$ cat src/tcd_consts.svh
// opcode patterns, field positions and sizes for the decode and flow unit
// assumes a 16-bit instruction word and an 8-bit program counter
`ifndef TCD_CONSTS_SVH
`define TCD_CONSTS_SVH
`define TCD_PC_W 8
`define TCD_STACK_DEPTH 15
`define TCD_PTR_W 4
`define TCD_PC_RESET 8'h00
`define TCD_IRQ_VECTOR 8'hFF
`define TCD_OP_JUMP 8'h81
`define TCD_OP_CALL 8'h83
`define TCD_OP_RETURN 16'h8080
`define TCD_OP_IRET_EN 16'h80F0
`define TCD_OP_IRET_DIS 16'h80D0
`define TCD_OP_INT_EN 16'h8030
`define TCD_OP_INT_DIS 16'h8010
`define TCD_COND_JUMP 3'h1
`define TCD_COND_CALL 3'h3
`define TCD_COND_RET_LO 8'h80
`define TCD_NIB_SHIFT 4'hD
`define TCD_NIB_REGREG 4'hC
`define TCD_NIB_IN_DIR 4'hA
`define TCD_NIB_IN_IND 4'hB
`define TCD_NIB_OUT_DIR 4'hE
`define TCD_NIB_OUT_IND 4'hF
`define TCD_NIB_COND 4'h9
`define TCD_NIB_FLOW 4'h8
`define TCD_SH_R0 8'h0E
`define TCD_SH_R1 8'h0F
`define TCD_SH_RX 8'h0A
`define TCD_SH_RC 8'h08
`define TCD_SH_RR 8'h0C
`define TCD_SH_L0 8'h06
`define TCD_SH_L1 8'h07
`define TCD_SH_LX 8'h04
`define TCD_SH_LC 8'h00
`define TCD_SH_RL 8'h02
`endif

$ cat src/tcd_pkg.sv
// types shared by the decode and flow unit and its return stack
package tcd_pkg;
   typedef enum logic [3:0] {
      ALU_LOAD, ALU_AND, ALU_OR, ALU_XOR, ALU_ADD, ALU_ADD_WITH_CARRY_IN,
      ALU_SUB, ALU_SUBTRACT_WITH_BORROW,
      SH_SHIFT_RIGHT_ZERO_FILL, SH_SHIFT_RIGHT_ONE_FILL, SH_SHIFT_RIGHT_SIGN_EXTEND,
      SH_SHIFT_RIGHT_THROUGH_CARRY, SH_ROTATE_RIGHT, SH_SHIFT_LEFT_ZERO_FILL,
      SH_SHIFT_LEFT_ONE_FILL, SH_SHIFT_LEFT_REPEAT_LOW_BIT
   } tcd_op_type;
   typedef enum logic [2:0] {
      CLS_NONE, CLS_ALU_CONST, CLS_ALU_REG, CLS_SHIFT, CLS_PORT_IN, CLS_PORT_OUT
   } tcd_class_type;
   typedef enum {ST_FETCH, ST_EXEC} tcd_state_type;
   // decoded datapath request, one per instruction
   typedef struct packed {
      tcd_class_type cls;
      tcd_op_type op;
      logic shift_left_through_carry;
      logic rotate_left;
      logic [3:0] first_operand_register;
      logic [3:0] second_operand_register;
      logic [7:0] constant;
      logic port_indirect;
   } tcd_dec_type;
   typedef struct packed {
      logic zero;
      logic carry;
   } tcd_flags_type;
endpackage

$ cat src/tcd_stack.sv
// cyclic return-address stack of flip-flops
// assumes push and pop are never requested in the same cycle
`timescale 1ns/10ps
`include "tcd_consts.svh"
module tcd_stack
   import tcd_pkg::*;
#(
   parameter int DEPTH = `TCD_STACK_DEPTH,
   parameter int PC_W = `TCD_PC_W
) (
   // clock
   input wire logic I_MCLK,
   // requests
   input wire logic i_push,
   input wire logic i_pop,
   input wire logic [PC_W-1:0] i_data,
   // newest entry
   output logic [PC_W-1:0] o_top
);
   logic [PC_W-1:0] mem [DEPTH];
   // start point only keeps the pointer known; any power-up value from 0 to 14 would serve as well
   logic [`TCD_PTR_W-1:0] ptr = '0;
   logic [`TCD_PTR_W-1:0] next_ptr;
   logic [`TCD_PTR_W-1:0] prev_ptr;

   // pointer wraps over the entries, so overflow overwrites the oldest
   assign next_ptr = (ptr == `TCD_PTR_W'(DEPTH - 1)) ? '0 : ptr + 1'b1;
   assign prev_ptr = (ptr == '0) ? `TCD_PTR_W'(DEPTH - 1) : ptr - 1'b1;
   assign o_top = mem[prev_ptr]; // underflow simply reads what is there

   // no reset on purpose: any start point within the fifteen entries is as good as another
   always_ff @(posedge I_MCLK) begin
      if (i_push) begin
         mem[ptr] <= i_data;
         ptr <= next_ptr;
      end else if (i_pop) begin
         ptr <= prev_ptr;
      end
   end
endmodule

$ cat src/tcd_core.sv
// opcode decoder and program-flow unit: pc, return stack, interrupt enable
// assumes a combinational program rom answering within one cycle on o_ROM_ADDR
// and an external alu that owns the flags and reports them on i_FLAGS
// Notes on behaviour
// - eight-bit pc over 256 words, steps by one unless flow is redirected
// - sequential step from FF wraps to 00
// - 81aa jumps unconditionally to the low byte address
// - 91,95,99,9D jumps taken on zero set, zero clear, carry set, carry clear
// - jump, call and return never alter zero or carry
// - taken call pushes current pc and loads target; 83 unconditional, 93..9F tested
// - return stack holds fifteen pc values
// - stack is cyclic, a full push overwrites the oldest entry
// - stack pointer needs no reset, nothing else touches the stack
// - taken return pops newest entry and resumes at it plus one; 8080 unconditional
// - conditional returns 9080,9480,9880,9C80 test the same four conditions
// - returns beyond calls keep reading whatever the pointer reaches
// - interrupt return always pops into pc without increment
// - interrupt return restores the flags saved at interrupt entry
// - 80F0 returns and enables interrupts, 80D0 returns and disables them
// - 8030 enables, 8010 disables interrupts, flow otherwise sequential
// - interrupt entry point is the last location, FF
// - top nibble D is shift or rotate, low byte picks the variant
// - top nibbles 0 to 7 are register-with-constant alu operations
// - top nibble C is register-with-register, low three bits pick the operation
// - Axpp reads port pp, Bxy0 reads port held in second register
// - Expp writes port pp, Fxy0 writes port held in second register
// - every instruction takes exactly two clocks
// - accepted interrupt calls FF, saves flags and clears the enable
// - interrupt enable is clear after reset
`timescale 1ns/10ps
`include "tcd_consts.svh"
module tcd_core
   import tcd_pkg::*;
#(
   parameter int PC_W = `TCD_PC_W,
   parameter int STACK_DEPTH = `TCD_STACK_DEPTH
) (
   // clock and reset
   input wire logic I_MCLK,
   input wire logic I_RST,
   // program rom
   output logic [PC_W-1:0] O_ROM_ADDR,
   input wire logic [15:0] I_ROM_DATA,
   // flags from the alu and restore path back to it
   input wire tcd_flags_type I_FLAGS,
   output logic O_FLAGS_RESTORE,
   output tcd_flags_type O_FLAGS_SAVED,
   // interrupt pin
   input wire logic I_IRQ,
   // decoded instruction to the datapath
   output logic O_DEC_VALID,
   output tcd_dec_type O_DEC,
   // status
   output logic O_INT_ENABLE,
   output logic [PC_W-1:0] O_PC
);
   tcd_state_type state;
   logic [PC_W-1:0] pc;
   logic [PC_W-1:0] next_pc;
   logic int_enable;
   logic next_int_enable;
   tcd_flags_type saved_flags;
   logic [15:0] instr;
   logic irq_meta;
   logic irq_sync;
   logic restore;
   tcd_dec_type dec;
   logic dec_valid;

   // opcode fields
   wire [3:0] top_nib = instr[15:12];
   wire [3:0] cond_nib = instr[11:8];
   wire [7:0] low_byte = instr[7:0];
   wire is_cond = (top_nib == `TCD_NIB_COND);
   wire is_flow = (top_nib == `TCD_NIB_FLOW);

   // condition code in bits 11:10: zero set, zero clear, carry set, carry clear
   function automatic logic cond_met(input logic [1:0] code, input tcd_flags_type f);
      case (code)
         2'h0: cond_met = f.zero;
         2'h1: cond_met = !f.zero;
         2'h2: cond_met = f.carry;
         default: cond_met = !f.carry;
      endcase
   endfunction

   // test outcome for the conditional forms, true for unconditional ones
   wire test_ok = is_cond ? cond_met(cond_nib[3:2], I_FLAGS) : 1'b1;
   wire flow_or_cond = is_flow || is_cond;
   wire kind_nib_ok = is_flow ? (cond_nib[3:2] == 2'h0) : 1'b1;
   wire is_jump = flow_or_cond && kind_nib_ok
                  && (cond_nib[1:0] == 2'h1) && (instr[15:8] != 8'h83);
   wire is_call = flow_or_cond && kind_nib_ok
                  && (cond_nib[1:0] == 2'h3);
   wire is_ret = flow_or_cond && kind_nib_ok
                 && (cond_nib[1:0] == 2'h0) && (low_byte == `TCD_COND_RET_LO);
   wire is_iret_en = (instr == `TCD_OP_IRET_EN);
   wire is_iret_dis = (instr == `TCD_OP_IRET_DIS);
   wire is_iret = is_iret_en || is_iret_dis;
   wire is_int_en = (instr == `TCD_OP_INT_EN);
   wire is_int_dis = (instr == `TCD_OP_INT_DIS);

   // interrupt accepted only at an instruction boundary while enabled
   wire take_irq = (state == ST_EXEC) && irq_sync && int_enable;
   wire exec = (state == ST_EXEC) && !take_irq;

   wire do_jump = exec && is_jump && test_ok;
   wire do_call = exec && is_call && test_ok;
   wire do_ret = exec && is_ret && test_ok;
   wire do_iret = exec && is_iret;

   // stack traffic: interrupt pushes the pc of the instruction it pre-empts
   wire push = do_call || take_irq;
   wire pop = do_ret || do_iret;
   wire [PC_W-1:0] stack_top;

   tcd_stack #(
      .DEPTH(STACK_DEPTH),
      .PC_W(PC_W)
   ) u_stack (
      .I_MCLK(I_MCLK),
      .i_push(push),
      .i_pop(pop),
      .i_data(pc),
      .o_top(stack_top)
   );

   // next program counter; sequential step wraps naturally at FF
   always_comb begin
      next_pc = pc;
      if (take_irq) begin
         next_pc = `TCD_IRQ_VECTOR;
      end else if (exec) begin
         if (do_jump || do_call) begin
            next_pc = low_byte;
         end else if (do_ret) begin
            next_pc = stack_top + 1'b1;
         end else if (do_iret) begin
            next_pc = stack_top;
         end else begin
            next_pc = pc + 1'b1;
         end
      end
   end

   // interrupt enable updates
   always_comb begin
      next_int_enable = int_enable;
      if (take_irq) begin
         next_int_enable = 1'b0;
      end else if (exec && (is_iret_en || is_int_en)) begin
         next_int_enable = 1'b1;
      end else if (exec && (is_iret_dis || is_int_dis)) begin
         next_int_enable = 1'b0;
      end
   end

   // datapath decode; flow instructions raise no datapath request, flags kept
   always_comb begin
      dec = '0;
      dec_valid = 1'b0;
      dec.first_operand_register = cond_nib;
      dec.second_operand_register = low_byte[7:4];
      dec.constant = low_byte;
      if (!top_nib[3]) begin
         dec.cls = CLS_ALU_CONST;
         dec.op = tcd_op_type'({1'b0, top_nib[2:0]});
         dec_valid = 1'b1;
      end else if (top_nib == `TCD_NIB_REGREG) begin
         dec.cls = CLS_ALU_REG;
         dec.op = tcd_op_type'({1'b0, instr[2:0]});
         dec_valid = 1'b1;
      end else if (top_nib == `TCD_NIB_SHIFT) begin
         dec.cls = CLS_SHIFT;
         dec_valid = 1'b1;
         case (low_byte)
            `TCD_SH_R0: dec.op = SH_SHIFT_RIGHT_ZERO_FILL;
            `TCD_SH_R1: dec.op = SH_SHIFT_RIGHT_ONE_FILL;
            `TCD_SH_RX: dec.op = SH_SHIFT_RIGHT_SIGN_EXTEND;
            `TCD_SH_RC: dec.op = SH_SHIFT_RIGHT_THROUGH_CARRY;
            `TCD_SH_RR: dec.op = SH_ROTATE_RIGHT;
            `TCD_SH_L0: dec.op = SH_SHIFT_LEFT_ZERO_FILL;
            `TCD_SH_L1: dec.op = SH_SHIFT_LEFT_ONE_FILL;
            `TCD_SH_LX: dec.op = SH_SHIFT_LEFT_REPEAT_LOW_BIT;
            `TCD_SH_LC: dec.shift_left_through_carry = 1'b1;
            `TCD_SH_RL: dec.rotate_left = 1'b1;
            default: dec_valid = 1'b0; // undefined shift codes do nothing
         endcase
      end else if (top_nib == `TCD_NIB_IN_DIR || top_nib == `TCD_NIB_IN_IND) begin
         dec.cls = CLS_PORT_IN;
         dec.port_indirect = top_nib[0];
         dec_valid = 1'b1;
      end else if (top_nib == `TCD_NIB_OUT_DIR || top_nib == `TCD_NIB_OUT_IND) begin
         dec.cls = CLS_PORT_OUT;
         dec.port_indirect = top_nib[0];
         dec_valid = 1'b1;
      end
   end

   assign restore = do_iret;

   // two-state sequencer: fetch then execute, every instruction two clocks
   always_ff @(posedge I_MCLK or posedge I_RST) begin
      if (I_RST) begin
         state <= ST_FETCH;
      end else begin
         case (state)
            ST_FETCH: state <= ST_EXEC;
            ST_EXEC: state <= ST_FETCH;
            default: state <= ST_FETCH;
         endcase
      end
   end

   // pc, enable and instruction latch
   always_ff @(posedge I_MCLK or posedge I_RST) begin
      if (I_RST) begin
         pc <= `TCD_PC_RESET;
         int_enable <= 1'b0;
         instr <= 16'h0000;
      end else begin
         pc <= next_pc;
         int_enable <= next_int_enable;
         if (state == ST_FETCH) begin
            instr <= I_ROM_DATA;
         end
      end
   end

   // flags captured on interrupt entry for the return path
   always_ff @(posedge I_MCLK or posedge I_RST) begin
      if (I_RST) begin
         saved_flags <= '0;
      end else if (take_irq) begin
         saved_flags <= I_FLAGS;
      end
   end

   // interrupt pin is asynchronous to the core clock
   always_ff @(posedge I_MCLK or posedge I_RST) begin
      if (I_RST) begin
         irq_meta <= 1'b0;
         irq_sync <= 1'b0;
      end else begin
         irq_meta <= I_IRQ;
         irq_sync <= irq_meta;
      end
   end

   // registered outputs, valid one cycle per executed datapath instruction
   always_ff @(posedge I_MCLK or posedge I_RST) begin
      if (I_RST) begin
         O_DEC_VALID <= 1'b0;
         O_DEC <= '0;
         O_FLAGS_RESTORE <= 1'b0;
      end else begin
         O_DEC_VALID <= exec && dec_valid;
         O_DEC <= dec;
         O_FLAGS_RESTORE <= restore;
      end
   end

   assign O_ROM_ADDR = pc;
   assign O_PC = pc;
   assign O_INT_ENABLE = int_enable;
   assign O_FLAGS_SAVED = saved_flags;
endmodule

$ cat config.mk
export PLATFORM = sky130hd
export DESIGN_NAME = tcd_core
export DESIGN_NICKNAME = d
export VERILOG_FILES = /design/src/tcd_pkg.sv /design/src/tcd_stack.sv /design/src/tcd_core.sv
export VERILOG_INCLUDE_DIRS = /design/src
export SDC_FILE = /design/constraint.sdc
export NUM_CORES = 1
export LEC_CHECK = 0
export BUFFER_PORTS_ARGS = -buffer_cell sky130_fd_sc_hd__buf_2
export CORE_ASPECT_RATIO = 0.75
export CORE_UTILIZATION = 35
export CTS_CLUSTER_SIZE = 30
export DETAILED_ROUTE_END_ITERATION = 10
export RECOVER_POWER = 25
export SKIP_CTS_REPAIR_TIMING = 1
export SLEW_MARGIN = 0
export SYNTH_ARGS = -nofsm -noshare
export SYNTH_HDL_FRONTEND = slang
export SYNTH_SLANG_ARGS = --single-unit
export TNS_END_PERCENT = 20
$ cat constraint.sdc
create_clock -name I_MCLK -period 11.39 [get_ports I_MCLK]
set_input_delay 0.5695 -clock I_MCLK [delete_from_list [all_inputs] [get_ports I_MCLK]]
set_output_delay 0.5695 -clock I_MCLK [all_outputs]
set_load 0.02 [all_outputs]
Word-level counts from Yosys, hierarchy flattened:

Memory sizes are Yosys's and may differ from the RTL's.
Cells that the tools add are included.
Widths: inputs -> output; s select.

* add/sub/neg operators: 4
* equality and inequality tests: 29
* multiplexer cells: 40
* reductions and logical operators: 41

Operators with widths (number)
* $eq 16x16->1 const B: 4
* $logic_not 32->1: 2
* $eq 8x4->1 const B: 5
* $mux 8: 5
* $eq 4x4->1 const B: 9
* $eq 32x2->1 const B: 1
* $pmux 4 s8: 1
* $eq 8x3->1 const B: 3
* $mux 1: 21
* $logic_and 1x1->1: 19
* $add 8x1->8 const B: 2
* $mux 4: 4
* $mux 7: 2
* $reduce_or 10->1: 1
* $logic_or 1x1->1: 9
* $mux 3: 3
* $eq 8x2->1 const B: 1
* $eq 8x8->1 const B: 1
* $logic_not 8->1: 1
* $ne 8x8->1 const B: 1
* $mux 6: 1
* $add 4x1->4 const B: 1
* $eq 2x1->1 const B: 2
* $eq 2x2->1 const B: 2
* other kinds (8): 13

* bits in registers: 93
* bits in writable memories: 120
* input port bits: 21
* output and inout bits: 47
* word-level logic and storage cells: 134
* memories: 1

Memory list
* u_stack.mem: depth 15, bits a word 8, rd ports 1, clocked after memory_dff 0, wr ports 1, line tcd_stack.sv:20 `logic [PC_W-1:0] mem [DEPTH];`

Longest topological paths before layout:

* depth after elaboration: 11
* depth in mapped cells: 16
* mapped depth without buffers: 12

Modules after synthesis:

Synthesis repeated with hierarchy kept, for this count alone.

* cells, all modules: 572
* area total of the unflattened synthesis: 7892.6 um2

By module, submodules not included
* tcd_stack: instances 1, cells an instance 317, area each 5171.2 um2, seq. area each 3723.6 um2
* tcd_core: instances 1, cells an instance 255, area each 2721.4 um2, seq. area each 1351.3 um2

Worst setup path before layout:

OpenSTA, ideal clock, no wires.

* path kind: register to register
* from: register u_stack.ptr[0]
* to: register pc[1], in the netlist O_PC[1]
* setup time: 0.121 ns
* arrival: 3.538 ns
* required time: 11.269 ns
* setup slack: 7.730 ns
* cell stages (with the launch flop): 15
* path buffers: 2
* period minus slack after synthesis: 3.660 ns
* cell sequence: edfxtp_1 > buf_2 > buf_2 > clkinv_1 > ha_1 > nor3b_4 > nor2_4 > mux4_2 > o22a_1 > o31a_2 > ha_1 > a221o_1 > a21oi_1 > a21oi_1 > o22a_1

* word-level cells in the longest chain between the ends: 8
* elaborated cells on any way between the ends: 10
* those cells by class: add/sub: 2; mux: 6; reduce/logical: 1; memory: 1

Ends and longest elaborated chain
* start: declaration: line tcd_stack.sv:22 `` logic [`TCD_PTR_W-1:0] ptr = '0; ``
* start signal: assignment: line tcd_stack.sv:35 `ptr <= next_ptr;`
* start signal: assignment: line tcd_stack.sv:37 `ptr <= prev_ptr;`
* $sub 4x1->4 or $logic_not 4->1 (tied branches): line tcd_stack.sv:28 `` assign prev_ptr = (ptr == '0) ? `TCD_PTR_W'(DEPTH - 1) : ptr - 1'b1; ``
* $mux 4 (*): line tcd_stack.sv:28
* $mem_v2 15x8 (*)
* $add 8x1->8 or $mux 8 (tied branches): line tcd_core.sv:137, tcd_core.sv:138
* $mux 8 (*): line tcd_core.sv:136 `end else if (do_ret) begin`
* $mux 8 (*): line tcd_core.sv:134 `if (do_jump || do_call) begin`
* $mux 8 (*): line tcd_core.sv:133 `end else if (exec) begin`
* $mux 8 (*): line tcd_core.sv:131 `if (take_irq) begin`
* end signal: assignment: line tcd_core.sv:218 `` pc <= `TCD_PC_RESET; ``
* end signal: assignment: line tcd_core.sv:222 `pc <= next_pc;`
* end: declaration: line tcd_core.sv:58 `logic [PC_W-1:0] pc;`

Every way passes the cells marked *; elsewhere a longest branch is shown, timed or not. The select of a mux whose other input is x is not followed.
A chain may end at the register's enable or synchronous reset.

Final worst setup path:

* from: register u_stack.ptr[0]
* to: register pc[7], in the netlist O_PC[7]

The elaborated chain is that of the path after synthesis.

==> results.py <==
metrics = {
    "floorplan": {
        "die_area_sq_um": 23300,
        "coreArea_sq_um": 22100,
        "dieHeight_microns": 132,
        "die_x_microns": 176,
        "io_pins": 68,
        "initial_core_util": 0.358,
        "rows": 47,
    },
    "yosys": {
        "synthDominantCellAreaShare": 0.470,
        "synthesis.nets": 608,
        "ys_seq_area_frac": 0.640,
        "async_flop_share": 0.303,
        "ys_ff_latch": 178,
        "synth_flop_cell": "edfxtp_1",
        "synth_edf_count": 124,
        "netlist_top_cells_area": "edfxtp_1, dfrtp_1, mux4_2",
        "yosysWarnings": 0,
        "synth_area_sq_um": 7930,
        "yosysTopAreaCell": "edfxtp_1",
        "synth_area_per_cell_sq_um": 13.7,
        "synth_cells": 580,
        "ys_types": 81,
    },
    "global_routing": {
        "grt_pass1_vias": 5192,
        "grt_pass1_wl_mm": 31.3,
        "antenna_found_initial": 0,
        "grt_start_max_net_pins": 55,
        "grt_use_total": 0.183,
        "grt-ovfl-total": 0,
    },
    "sta": {
        "fin_ws_ns": 7.03,
        "fin_crit_ns": 4.36,
        "final_hold_viol_count": 0,
        "max_freq_mhz": 229,
        "post-route-period-util": 0.383,
        "worstMarginPinSlew_ns": 2.88,
        "rsz0062_at_grt": "no",
        "finalSetupViolations": 0,
        "relSlewSlack": -0.922,
        "fin_tns_setup_ns": 0,
        "skew_ns": 0.0113,
        "slew_violations": 55,
    },
    "placed_design": {
        "dp_hpwl_mm": 13.8,
        "place_congestion": 0.910,
        "numPortBuffers": 67,
        "pre_cts_slack_ns": 7.10,
    },
    "drt": {
        "first_pass_iters": 5,
        "via_per_inst": 5.46,
        "vias": 5145,
        "ant_nets": 0,
        "wl_per_cell_microns": 21.6,
        "wirelength_mm": 20.3,
        "drc": 0,
        "drtIter0Drc": 569,
    },
    "job": {
        "cap_viol_max_count": 1,
    },
    "hold_path": {
        "timing.hold.worst.class": "in2reg",
    },
    "worst_setup_path": {
        "end_kind": "flop",
        "crit_type": "reg2reg",
        "critPathMaxFanout": 20,
        "crit_required_ns": 11.70,
        "worstPathArrival_ns": 4.67,
        "start_kind": "flop",
    },
    "finish": {
        "drive_above_1_share": 0.241,
        "fin_nets": 663,
        "fillerInstances": 2091,
        "diodes": 0,
        "syn2layout_area_growth_pct": 14.1,
        "layout_common_cells": "edfxtp_1, buf_2, dfrtp_1",
        "final_common_cell": "edfxtp_1",
    },
    "clock_tree": {
        "cts.sinks": 178,
        "htree_levels": 4,
        "root_buffer": "clkbuf_16",
        "cts_made_buffers": 17,
        "path_clk_slew_ns": 0.07,
        "cts_tree": "built",
        "clk_latency_ns": 0.43,
        "clk_path_buf_depth": 2,
    },
    "outcome": {
        "status": "finished with violations",
        "violations": "max-capacitance violations, max-slew violations",
    },
    "power_and_ir_drop": {
        "p_leak_nw": 3.30,
        "power.density_nw_per_um2": 183,
        "power.total_w": 0.00166,
        "ir_drop_v": 0.0000990,
    },
}
[logic make-up after synthesis]
group,synth area share
xor gates and xnor gates,0.0144
and+or+nand+nor,0.110
buffers and inverters,0.0373
muxes,0.0605
AOI/OAI and AO/OA,0.126
DFF,0.640
adders and majority gates,0.0110
[cell type report]
type | instances | area (sq um) | area share
timing repair buffer | 75 | 384 | 0.0425
inverter | 15 | 56.3 | 0.00623
sequential | 178 | 5070 | 0.561
clock inverter | 14 | 175 | 0.0194
multi-input combinational | 348 | 2560 | 0.283
tap | 294 | 368 | 0.0407
clock buffer | 18 | 429 | 0.0475
[worst max-delay path, stage by stage (launching register included)]
cell	delay [ns]
edfxtp_1	0.36
clkinv_1	0.27
ha_1	0.87
inv_1	0.48
nor3_1	0.80
a222oi_1	0.26
a32oi_1	0.29
o211ai_1	0.31
nor4b_4	0.32
xnor2_1	0.16
o22ai_1	0.10
[Yosys cell counts, types with 11 or more instances]
cell and instances:
mux2_2 17, inv_1 14, nor2_1 39, nand3_1 13, dfrtp_1 54, o21ai_0 19, a221oi_1 11, a21oi_1 29
edfxtp_1 124, nor3_1 11, mux4_2 11, clkbuf_1 14, buf_4 15, nand2_1 51
[metrics by stage]
stage | cell area, sq um | utilization | std cells | hold WS (ns)
final | 9040 | 0.409 | 942 | 0.238
after global routing | 9040 | 0.409 | 942 | 0.213
after CTS | 9050 | 0.410 | 942 | 0.212
after detailed placement | 8450 | 0.382 | 910 | 0.343
after global placement | 8450 | 0.382 | 910 | 0.337
after floorplan | 7930 | - | 580 | 0.331
[power breakdown]
group          leakage, nW  internal (W)  total, W  switching [W]
clock                0.292      0.000349  0.000608       0.000259
combinational         1.26     0.0000683  0.000186       0.000117
sequential            1.75      0.000775  0.000866      0.0000906
[layer usage]
metal	vias to the layer above	GRT usage	part of all wire	wire, microns
met5	-	0	0	0
met4	0	0.0570	0.013	267
met3	21	0.0430	0.074	1500
met2	234	0.262	0.44	8980
met1	2580	0.273	0.47	9590
li1	2310	-	-	-
[worst paths after layout]
kind / from / slack [ns] / endpoint / depth (start not counted)
setup / recovery: u_stack.ptr[0] / 7.03 / O_PC[7] / 10
hold / removal: I_IRQ / 0.24 / irq_meta / 1
setup reg to reg: u_stack.ptr[0] / 7.03 / O_PC[7] / 10
hold reg to reg: irq_meta / 0.36 / irq_sync / 0
max in group asynchronous: I_RST / 8.53 / O_INT_ENABLE / 3
min in group asynchronous: I_RST / 1.21 / O_DEC[3] / 3
[registers in the layout (all words and copies together) (netlist names), 2 cells and up]
register / count
O_DEC: 22
O_FLAGS_SAVED: 2
O_PC: 8
instr: 16
u_stack.mem: 120
u_stack.ptr: 4
(Power assumes the default switching activity.)
